$ cat config.mk
export PLATFORM = sky130hd
export DESIGN_NAME = servo_status_output_logic
export DESIGN_NICKNAME = d
export VERILOG_FILES = /design/src/hw/servo_status_pkg.sv /design/src/hw/pin_sync3.sv /design/src/hw/servo_status_output_logic.sv
export SDC_FILE = /design/constraint.sdc
export NUM_CORES = 1
export LEC_CHECK = 0
export BUFFER_PORTS_ARGS = -buffer_cell sky130_fd_sc_hd__buf_2
export CAP_MARGIN = 0
export CORE_ASPECT_RATIO = 1.75
export CORE_UTILIZATION = 48
export DETAILED_ROUTE_END_ITERATION = 16
export PLACE_DENSITY = 0.8
export SYNTH_ARGS = -nofsm -noshare
export SYNTH_HDL_FRONTEND = slang
export SYNTH_SLANG_ARGS = --single-unit
$ cat constraint.sdc
create_clock -name core_clk -period 1.2 [get_ports core_clk]
set_input_delay 0.06 -clock core_clk [delete_from_list [all_inputs] [get_ports core_clk]]
set_output_delay 0.06 -clock core_clk [all_outputs]
set_load 0.005 [all_outputs]
$ cat src/hw/servo_status_pkg.sv
// constants shared by the servo status output logic
package servo_status_pkg;
    // clock and control cycle timing
    localparam int CLK_PERIOD_NS = 10; // core_clk period
    localparam int CTRL_CYCLE_NS = 1000; // control cycle length
    localparam int CTRL_CYCLE_CLKS = (CTRL_CYCLE_NS + CLK_PERIOD_NS - 1) / CLK_PERIOD_NS; // clocks per cycle
    // control mode codes
    typedef enum logic [1:0] {
        MODE_POSITION = 2'h0, // position control
        MODE_SPEED = 2'h1, // speed control
        MODE_TORQUE = 2'h2 // torque control
    } ctrl_mode_t;
    // field positions inside the status vector
    localparam int F_READY = 0; // ready to switch on
    localparam int F_TURN = 1; // motor rotating
    localparam int F_TRACK = 2; // speed tracking
    localparam int F_MATCH = 3; // speed match
    localparam int F_PDONE = 4; // positioning done
    localparam int F_PROX = 5; // proximity
    localparam int F_TCLAMP = 6; // torque clamped
    localparam int F_SCLAMP = 7; // speed clamped
    localparam int F_BRAKE = 8; // brake released
    localparam int F_ALERT = 9; // warning
    localparam int F_FAULT = 10; // fault
    localparam int F_HOME = 11; // homing done
    localparam int F_TREACH = 12; // torque reached
    localparam int F_SREACH = 13; // speed reached
    localparam int F_DYNBRK = 14; // dynamic brake relay open
    localparam int F_CMP = 15; // compare point passed
    localparam int F_ANY = 16; // warning or fault
    localparam int F_EXTMON = 17; // safe torque off monitor
    localparam int NUM_FLAGS = 18; // width of status vector
    localparam logic [NUM_FLAGS-1:0] FLAGS_RESET = 18'h00000; // all inactive after reset
    localparam logic [1:0] STO_LOST_RESET = 2'h0; // sync state after reset
endpackage

$ cat src/hw/pin_sync3.sv
// three-stage pin synchroniser with agreement filter
`timescale 1ns/1ps
`default_nettype none
module pin_sync3 #(
    parameter int W = 2, // number of pins
    parameter logic [W-1:0] RST_VAL = '0 // level assumed in reset
) (
    input wire logic core_clk, // system clock
    input wire logic sys_rst, // async reset, active high
    input wire logic [W-1:0] pin_in, // raw pins
    output logic [W-1:0] level_out // filtered level
);
    logic [W-1:0] s1_reg; // first stage, read only by s2
    logic [W-1:0] s2_reg; // second stage
    logic [W-1:0] s3_reg; // third stage
    logic [W-1:0] lvl_reg; // accepted level
    logic [W-1:0] lvl_next; // next accepted level

    // a bit changes only once stages two and three agree
    assign lvl_next = (s2_reg & s3_reg) | (lvl_reg & (s2_reg | s3_reg));
    always_ff @(posedge core_clk or posedge sys_rst) begin
        if (sys_rst) begin
            s1_reg <= RST_VAL;
            s2_reg <= RST_VAL;
            s3_reg <= RST_VAL;
            lvl_reg <= RST_VAL;
        end else begin
            s1_reg <= pin_in;
            s2_reg <= s1_reg;
            s3_reg <= s2_reg;
            lvl_reg <= lvl_next;
        end
    end
    assign level_out = lvl_reg;
endmodule // pin_sync3
`default_nettype wire

$ cat src/hw/servo_status_output_logic.sv
// status output logic of a servo drive: threshold compares and state flags
`timescale 1ns/1ps
`default_nettype none
module servo_status_output_logic
    import servo_status_pkg::*;
#(
    parameter int DW = 16, // width of speed, torque and position words
    parameter int CYCLE_CLKS = CTRL_CYCLE_CLKS // clocks per control cycle
) (
    input wire logic core_clk, // system clock, 100 MHz
    input wire logic sys_rst, // async reset, active high
    input wire logic [1:0] ctrl_mode, // control mode code
    input wire logic signed [DW-1:0] speed_filt, // filtered motor speed
    input wire logic signed [DW-1:0] speed_fb, // speed feedback
    input wire logic signed [DW-1:0] speed_ref, // speed reference
    input wire logic signed [DW-1:0] torque_ref, // torque reference
    input wire logic signed [DW-1:0] pos_dev, // position deviation, pulses
    input wire logic [DW-1:0] rotation_threshold, // turning threshold
    input wire logic [DW-1:0] speed_track_window, // tracking window
    input wire logic [DW-1:0] speed_match_window, // match window
    input wire logic [DW-1:0] position_done_window, // completion window
    input wire logic [DW-1:0] proximity_window, // proximity window
    input wire logic [DW-1:0] torque_limit, // torque limit magnitude
    input wire logic [DW-1:0] torque_setpoint, // torque reach setpoint
    input wire logic [DW-1:0] speed_setpoint, // speed reach setpoint
    input wire logic drive_ready, // drive can accept servo-on
    input wire logic speed_limited, // speed limiter active
    input wire logic brake_release_req, // brake sequencer wants release
    input wire logic warn_present, // warning active
    input wire logic warn_reset, // warning reset request
    input wire logic fault_present, // fault active
    input wire logic fault_reset, // fault reset request
    input wire logic homing_complete, // homing sequence finished
    input wire logic db_relay_open, // dynamic brake relay open
    input wire logic compare_passed, // comparison point crossed
    input wire logic sto1_lost, // safe channel 1 supply lost, pin
    input wire logic sto2_lost, // safe channel 2 supply lost, pin
    input wire logic safe_torque_off, // safe torque off triggered
    output logic ready_flag, // ready to switch on
    output logic motor_turning_flag, // motor rotating
    output logic speed_track_flag, // speed tracking
    output logic speed_match_flag, // speed match
    output logic position_done_flag, // positioning done
    output logic proximity_flag, // proximity
    output logic torque_clamped_flag, // torque clamped
    output logic speed_clamped_flag, // speed clamped
    output logic brake_release_out, // brake released
    output logic alert_flag, // warning
    output logic fault_flag, // fault
    output logic homing_done_flag, // homing done
    output logic torque_reached_flag, // torque reached
    output logic speed_reached_flag, // speed reached
    output logic dyn_brake_out, // dynamic brake relay open
    output logic compare_pass_flag, // compare point passed
    output logic any_alert_flag, // warning or fault
    output logic external_monitor_out // safe torque off monitor
);
    localparam int CW = 16; // cycle counter width

    ////////////////////////////////////////////////////////////////////////
    // helpers

    // magnitude of a sign-extended word
    function automatic logic [DW:0] mag(input logic signed [DW:0] v);
        mag = v[DW] ? -v : v;
    endfunction

    // sign extension to one extra bit
    function automatic logic signed [DW:0] sx(input logic signed [DW-1:0] v);
        sx = {v[DW-1], v};
    endfunction

    // threshold widened to magnitude width
    function automatic logic [DW:0] ux(input logic [DW-1:0] v);
        ux = {1'b0, v};
    endfunction

    ////////////////////////////////////////////////////////////////////////
    // control cycle divider

    logic [CW-1:0] cnt_reg; // divider count
    logic [CW-1:0] cnt_next; // next divider count
    logic cyc_en_reg; // one-cycle control tick
    logic cnt_wrap; // divider at last count

    assign cnt_wrap = cnt_reg == CW'(CYCLE_CLKS - 1);
    assign cnt_next = cnt_wrap ? '0 : cnt_reg + CW'(1);

    // tick once per control cycle
    always_ff @(posedge core_clk or posedge sys_rst) begin
        if (sys_rst) begin
            cnt_reg <= '0;
            cyc_en_reg <= 1'b0;
        end else begin
            cnt_reg <= cnt_next;
            cyc_en_reg <= cnt_wrap;
        end
    end

    ////////////////////////////////////////////////////////////////////////
    // safe channel pins

    logic [1:0] sto_lvl; // filtered channel lost levels

    pin_sync3 #(.W(2), .RST_VAL(STO_LOST_RESET)) u_sto_sync (
        .core_clk(core_clk),
        .sys_rst(sys_rst),
        .pin_in({sto2_lost, sto1_lost}),
        .level_out(sto_lvl)
    );

    ////////////////////////////////////////////////////////////////////////
    // comparisons

    logic [DW:0] spd_filt_mag; // abs filtered speed
    logic [DW:0] spd_err_mag; // abs feedback minus reference
    logic [DW:0] spd_fb_mag; // abs feedback
    logic [DW:0] trq_mag; // abs torque reference
    logic [DW:0] dev_mag; // abs position deviation
    logic pos_mode; // position control active
    logic spd_mode; // speed control active
    logic trq_mode; // torque control active
    logic warn_lat_reg; // warning not yet reset
    logic fault_lat_reg; // fault not yet reset
    logic warn_prev_reg; // warning level one clock ago
    logic fault_prev_reg; // fault level one clock ago
    logic warn_lat_next; // next warning latch
    logic fault_lat_next; // next fault latch
    logic [NUM_FLAGS-1:0] flags_next; // next status vector
    logic [NUM_FLAGS-1:0] flags_reg; // status vector

    assign spd_filt_mag = mag(sx(speed_filt));
    assign spd_err_mag = mag(sx(speed_fb) - sx(speed_ref));
    assign spd_fb_mag = mag(sx(speed_fb));
    assign trq_mag = mag(sx(torque_ref));
    assign dev_mag = mag(sx(pos_dev));
    assign pos_mode = ctrl_mode == MODE_POSITION;
    assign spd_mode = ctrl_mode == MODE_SPEED;
    assign trq_mode = ctrl_mode == MODE_TORQUE;

    // a reset clears a standing event until it rises again; a fresh rise beats the reset
    assign warn_lat_next = warn_present & ((warn_lat_reg & ~warn_reset) | ~warn_prev_reg);
    assign fault_lat_next = fault_present & ((fault_lat_reg & ~fault_reset) | ~fault_prev_reg);

    // warning and fault stay until reset or gone
    always_ff @(posedge core_clk or posedge sys_rst) begin
        if (sys_rst) begin
            warn_lat_reg <= 1'b0;
            fault_lat_reg <= 1'b0;
            warn_prev_reg <= 1'b0;
            fault_prev_reg <= 1'b0;
        end else begin
            warn_lat_reg <= warn_lat_next;
            fault_lat_reg <= fault_lat_next;
            warn_prev_reg <= warn_present;
            fault_prev_reg <= fault_present;
        end
    end

    assign flags_next[F_READY] = drive_ready;
    assign flags_next[F_TURN] = spd_filt_mag >= ux(rotation_threshold);
    assign flags_next[F_TRACK] = spd_err_mag <= ux(speed_track_window);
    assign flags_next[F_MATCH] = spd_mode & (spd_err_mag < ux(speed_match_window));
    assign flags_next[F_PDONE] = pos_mode & (dev_mag <= ux(position_done_window));
    assign flags_next[F_PROX] = pos_mode & (dev_mag <= ux(proximity_window));
    assign flags_next[F_TCLAMP] = trq_mag >= ux(torque_limit);
    assign flags_next[F_SCLAMP] = trq_mode & speed_limited;
    assign flags_next[F_BRAKE] = brake_release_req;
    assign flags_next[F_ALERT] = warn_lat_reg;
    assign flags_next[F_FAULT] = fault_lat_reg;
    assign flags_next[F_HOME] = pos_mode & homing_complete;
    assign flags_next[F_TREACH] = trq_mag >= ux(torque_setpoint);
    assign flags_next[F_SREACH] = spd_fb_mag >= ux(speed_setpoint);
    assign flags_next[F_DYNBRK] = db_relay_open;
    assign flags_next[F_CMP] = compare_passed;
    assign flags_next[F_ANY] = warn_lat_reg | fault_lat_reg;
    assign flags_next[F_EXTMON] = safe_torque_off & sto_lvl[0] & sto_lvl[1];

    ////////////////////////////////////////////////////////////////////////
    // status register

    // refresh the whole vector on each control tick
    always_ff @(posedge core_clk or posedge sys_rst) begin
        if (sys_rst) begin
            flags_reg <= FLAGS_RESET;
        end else if (cyc_en_reg) begin
            flags_reg <= flags_next;
        end
    end

    assign ready_flag = flags_reg[F_READY];
    assign motor_turning_flag = flags_reg[F_TURN];
    assign speed_track_flag = flags_reg[F_TRACK];
    assign speed_match_flag = flags_reg[F_MATCH];
    assign position_done_flag = flags_reg[F_PDONE];
    assign proximity_flag = flags_reg[F_PROX];
    assign torque_clamped_flag = flags_reg[F_TCLAMP];
    assign speed_clamped_flag = flags_reg[F_SCLAMP];
    assign brake_release_out = flags_reg[F_BRAKE];
    assign alert_flag = flags_reg[F_ALERT];
    assign fault_flag = flags_reg[F_FAULT];
    assign homing_done_flag = flags_reg[F_HOME];
    assign torque_reached_flag = flags_reg[F_TREACH];
    assign speed_reached_flag = flags_reg[F_SREACH];
    assign dyn_brake_out = flags_reg[F_DYNBRK];
    assign compare_pass_flag = flags_reg[F_CMP];
    assign any_alert_flag = flags_reg[F_ANY];
    assign external_monitor_out = flags_reg[F_EXTMON];

    localparam int CYCLE_MAX = CYCLE_CLKS + 3; // limit on clocks from a cleared fault to a low flag; the worst case is CYCLE_CLKS + 1
endmodule // servo_status_output_logic
`default_nettype wire

==> results.md <==
- The clock transition at the registers of the reported paths is 0.06 ns.
- In this run the tool buffered the top-level ports with 242 buffer cells.
- The post-detailed-route count of antenna-violating nets is 0.
- The via density per instance is 5.41.
- Pin placement for this block handled 243 I/O pins.
- The most common cell after layout, fill and taps aside is sky130_fd_sc_hd__buf_2.
- The largest area contributor in the netlist is sky130_fd_sc_hd__ha_1.
- The global-route wire length before repair is 36.0 mm.
- The critical path is of the input port to flop type.
- Clock latency on the worst-skew pair, taken at its later pin, is 0.28 ns.
- The sequential fraction of the synthesis area is 0.164.
- The worst setup skew after layout is 0.00348 ns.
- At the worst endpoint, the required time is 1.37 ns.
- In the final layout, the share of cells above drive strength 1 is 0.438.
- The flow ran to the end, but the final reports show violations.
- The ratio of final minimum period to clock period is 2.98.
- Counting distinct cell types in the post-synthesis netlist gives 60.
- The transition at the pin with the smallest max-transition slack is 0.478 ns.
- After floorplanning, the core was divided into 58 placement rows.
- The initial antenna violation count was 1.
- The routability congestion estimate is 0.937.
- The synthesized design contains 0 enable-type register cells.
- In the global route stage, met3 resource usage came out at 0.0433.
- The Yosys step of the flow raised 0 warnings.
- The proportion of synthesized flip-flops having asynchronous set or reset is 1.00.
- The filler-free cell count of the finished design is 1537.
- The clock tree synthesis step divided the H-tree into 2 levels.
- The maximum clock rate is 280 MHz.
- STA classifies the critical path startpoint as an input port.
- The routed wire length per instance is 15.7 um.
- Dividing the synthesized area by the synthesized cell count gives 8.00 um^2.
- The final wirelength is 24.2 mm.
- The arrival time reported for the critical path endpoint is 3.75 ns.
- The largest buffer count on any clock path is 2.
- The busiest metal layer after global routing is met2.
- Setup repair after global routing could not meet its margin everywhere.
- The number of iterations in the first detailed-routing pass is 4.
- The area added between synthesis and finish is 56.7%.
- Of the total synthesized cell area, the portion taken by full adders, half adders and majority gates is 0.266.
- By area, the combinational part of the netlist is dominated by adder cells.
- In the final timing run, aggregate negative setup slack is -13.28 ns.
- The total power is 0.00832 W.
- The register with the most flip-flops in the layout has 18 of them.
- The width of the die is 94.3 um.
- The peak ir drop on the vdd network is 0.529 mV.
- For this run, global-route usage on met2 was measured as 0.609.
- The number of hold violations in the final report is 0.
- The detailed router's first-iteration violation count is 233.
- The total overflow left after global routing is 0.
- The biggest fanout along the worst timing path is 2.
- The via count of the first global-routing pass came to 8563.
- For this configuration, the core starts out at a cell density of 0.495.
- The most used flip-flop cell after synthesis is sky130_fd_sc_hd__dfrtp_1.
- The net count after synthesis is 1270.
- For this run, the total global-route usage over all layers was measured as 0.292.
- The die area is 15400 um^2.
- The library cells used most frequently in the layout, excluding fill and tap cells, are 231 x sky130_fd_sc_hd__buf_2, 203 x sky130_fd_sc_hd__buf_4, 150 x sky130_fd_sc_hd__inv_1, 143 x sky130_fd_sc_hd__ha_1, 61 x sky130_fd_sc_hd__xnor2_1.
- Clock tree synthesis selected as its root buffer the cell sky130_fd_sc_hd__clkbuf_16.
- The area share of the leading cell type in the synthesized netlist is 0.261.
- The simple-gate portion of the synthesized area is 0.172.
- The number of violations of the max-capacitance limit is 0.
- Buffers inserted during clock tree synthesis total 5.
- Measured along the y axis, the die boundary spans 164 um.
- The post-placement cell count is 1497.
- Dividing total power by cell area gives a power density of 742 nW/um^2.
- The analysis attributes to cell leakage a power of 6.15 nW.
- Hold is met by 0.00655 ns.
- The CTS tree is built.
- The core area is 14400 um^2.
- Entering global routing, the biggest net connects 48 pins.
- The setup violation total in the final timing report is 20.
- The tree built by TritonCTS fans out to 47 sinks.
- After synthesis, the share of cell area in mux cells is 0.0136.
- The remaining design rule violation count is 0.
- The final reports fail on negative setup slack.
- The routed layout has 8310 vias.
- The total count of max-transition violations in the final report came to 0.
- The fraction of met1 tracks used by global routing is 0.244.
- The HPWL after detailed placement is 18.5 mm.
- The number of nets in the layout is 1730.
- The count of state elements after synthesis is 47.
- The kind of end point of the critical path is a flop.
- In the post-route analysis, the smallest setup slack over all paths is -2.37 ns.
- Yosys attributes the largest share of cell area to sky130_fd_sc_hd__ha_1 26%, sky130_fd_sc_hd__dfrtp_1 16%, sky130_fd_sc_hd__xnor2_1 8.4%, sky130_fd_sc_hd__inv_1 8.2%, sky130_fd_sc_hd__a21o_1 3.8%.
- After technology mapping, the gate count stands at 895.
- In this run the worst hold path is classified as input port to flop.
- The final critical delay including setup and external delays is 3.57 ns.
- The post-synth design cell area is 7160 um^2.
- The worst pin sits at a relative slew slack of 0.673.
- The post-synthesis compound-gate area fraction is 0.181.
- Of the total synthesized cell area, the portion taken by XOR and XNOR cells is 0.116.
-- worst max-delay path, stage by stage --
cell                       delay, ns
sky130_fd_sc_hd__buf_8          0.09
sky130_fd_sc_hd__inv_12         0.03
sky130_fd_sc_hd__ha_4           0.15
sky130_fd_sc_hd__fa_2           0.35
sky130_fd_sc_hd__nand2b_4       0.17
sky130_fd_sc_hd__buf_6          0.14
sky130_fd_sc_hd__a21oi_4        0.15
sky130_fd_sc_hd__xor2_2         0.10
sky130_fd_sc_hd__nor4b_2        0.24
sky130_fd_sc_hd__and3_1         0.26
sky130_fd_sc_hd__nand3_2        0.12
sky130_fd_sc_hd__nor2_2         0.20
sky130_fd_sc_hd__buf_4          0.13
sky130_fd_sc_hd__buf_4          0.12
sky130_fd_sc_hd__a31oi_4        0.10
sky130_fd_sc_hd__xnor2_1        0.19
sky130_fd_sc_hd__ha_1           0.34
sky130_fd_sc_hd__nand4_1        0.13
sky130_fd_sc_hd__nor2_2         0.14
sky130_fd_sc_hd__a21oi_1        0.08
sky130_fd_sc_hd__a21boi_1       0.15
sky130_fd_sc_hd__o21ai_1        0.09
sky130_fd_sc_hd__mux2i_1        0.14
sky130_fd_sc_hd__nor2_1         0.05
-- power by group --
group	switching [W]	total [W]	internal, W
Sequential	0.0000139	0.00162	0.00161
Clock	0.000550	0.00144	0.000887
Combinational	0.00252	0.00526	0.00274
-- per-stage QoR --
stage	cell area, um^2	utilization	setup slack [ns]
after detailed placement	10200	0.708	-2.59
after floorplan	7370	-	-2.06
after global placement	10200	0.708	-2.43
after CTS	10900	0.754	-2.17
after global routing	11200	0.776	-2.60
final	11200	0.776	-2.37
-- final timing paths --
path                       depth (start not counted)                    to                  from  slack [ns]
min reg2reg                                        0  u_sto_sync.s2_reg[0]  u_sto_sync.s1_reg[0]        0.35
max in group asynchronous                          4            cnt_reg[7]               sys_rst        0.60
min in group asynchronous                          4         flags_reg[10]               sys_rst        0.36
min                                                2          flags_reg[8]     brake_release_req       0.007
max reg2reg                                        6           cnt_reg[15]            cnt_reg[4]       -0.13
max                                               24          flags_reg[2]           speed_fb[0]       -2.37
-- cell type report --
class	instances	area (um^2)
multi-input combinational	683	5990
fill	965	3230
timing repair buffer	462	3040
sequential	47	1180
inverter	156	624
tap	180	225
clock buffer	8	156
antenna	1	2.50
-- kinds of logic (layout without fill, tap and decap cells) --
logic type / after synthesis / count (layout)
multiplexers: 9 / 9
buffers and inverters: 165 / 626
other: 0 / 1
AND/OR/NAND/NOR: 231 / 231
XOR/XNOR: 93 / 93
flip-flops: 47 / 47
AO/OA/AOI/OAI: 198 / 198
adder cells (fa/ha/maj): 152 / 152
-- layer usage --
layer / vias to the layer above / share of wire
li1: 4029 / -
met1: 3829 / 0.32
met2: 339 / 0.55
met3: 113 / 0.053
met4: 0 / 0.072
met5: - / 0
-- synthesized netlist by cell type (2+ instances only) --
| library cell | n |
|---|---|
| sky130_fd_sc_hd__a2111oi_0 | 3 |
| sky130_fd_sc_hd__a211oi_1 | 10 |
| sky130_fd_sc_hd__a21boi_0 | 4 |
| sky130_fd_sc_hd__a21o_1 | 36 |
| sky130_fd_sc_hd__a21oi_1 | 33 |
| sky130_fd_sc_hd__a31oi_1 | 6 |
| sky130_fd_sc_hd__a41oi_1 | 2 |
| sky130_fd_sc_hd__and3_1 | 9 |
| sky130_fd_sc_hd__clkbuf_1 | 8 |
| sky130_fd_sc_hd__dfrtp_1 | 47 |
| sky130_fd_sc_hd__ha_1 | 149 |
| sky130_fd_sc_hd__inv_1 | 156 |
| sky130_fd_sc_hd__maj3_1 | 2 |
| sky130_fd_sc_hd__mux2_2 | 6 |
| sky130_fd_sc_hd__mux2i_1 | 3 |
| sky130_fd_sc_hd__nand2_1 | 42 |
| sky130_fd_sc_hd__nand2b_1 | 19 |
| sky130_fd_sc_hd__nand3_1 | 21 |
| sky130_fd_sc_hd__nand4_1 | 23 |
| sky130_fd_sc_hd__nor2_1 | 58 |
| sky130_fd_sc_hd__nor2b_1 | 8 |
| sky130_fd_sc_hd__nor3_1 | 8 |
| sky130_fd_sc_hd__nor3b_1 | 2 |
| sky130_fd_sc_hd__nor4_1 | 4 |
| sky130_fd_sc_hd__nor4b_1 | 4 |
| sky130_fd_sc_hd__o211ai_1 | 3 |
| sky130_fd_sc_hd__o21a_1 | 11 |
| sky130_fd_sc_hd__o21ai_0 | 52 |
| sky130_fd_sc_hd__o21ai_1 | 3 |
| sky130_fd_sc_hd__o21ai_2 | 3 |
| sky130_fd_sc_hd__o31ai_1 | 18 |
| sky130_fd_sc_hd__o41ai_1 | 6 |
| sky130_fd_sc_hd__or2b_1 | 2 |
| sky130_fd_sc_hd__or3_1 | 11 |
| sky130_fd_sc_hd__or4_1 | 9 |
| sky130_fd_sc_hd__xnor2_1 | 69 |
| sky130_fd_sc_hd__xor2_1 | 22 |
-- what timing repair did --
item | CTS | global route
endpoints found under the hold margin | 51 | 0
pin swaps | 94 | 75
resized for setup | 82 | 54
endpoints found under the setup margin | 22 | 23
buffers inserted | 14 | 12
hold buffers | 5 | 0
Power figures use the tool's default switching activity.
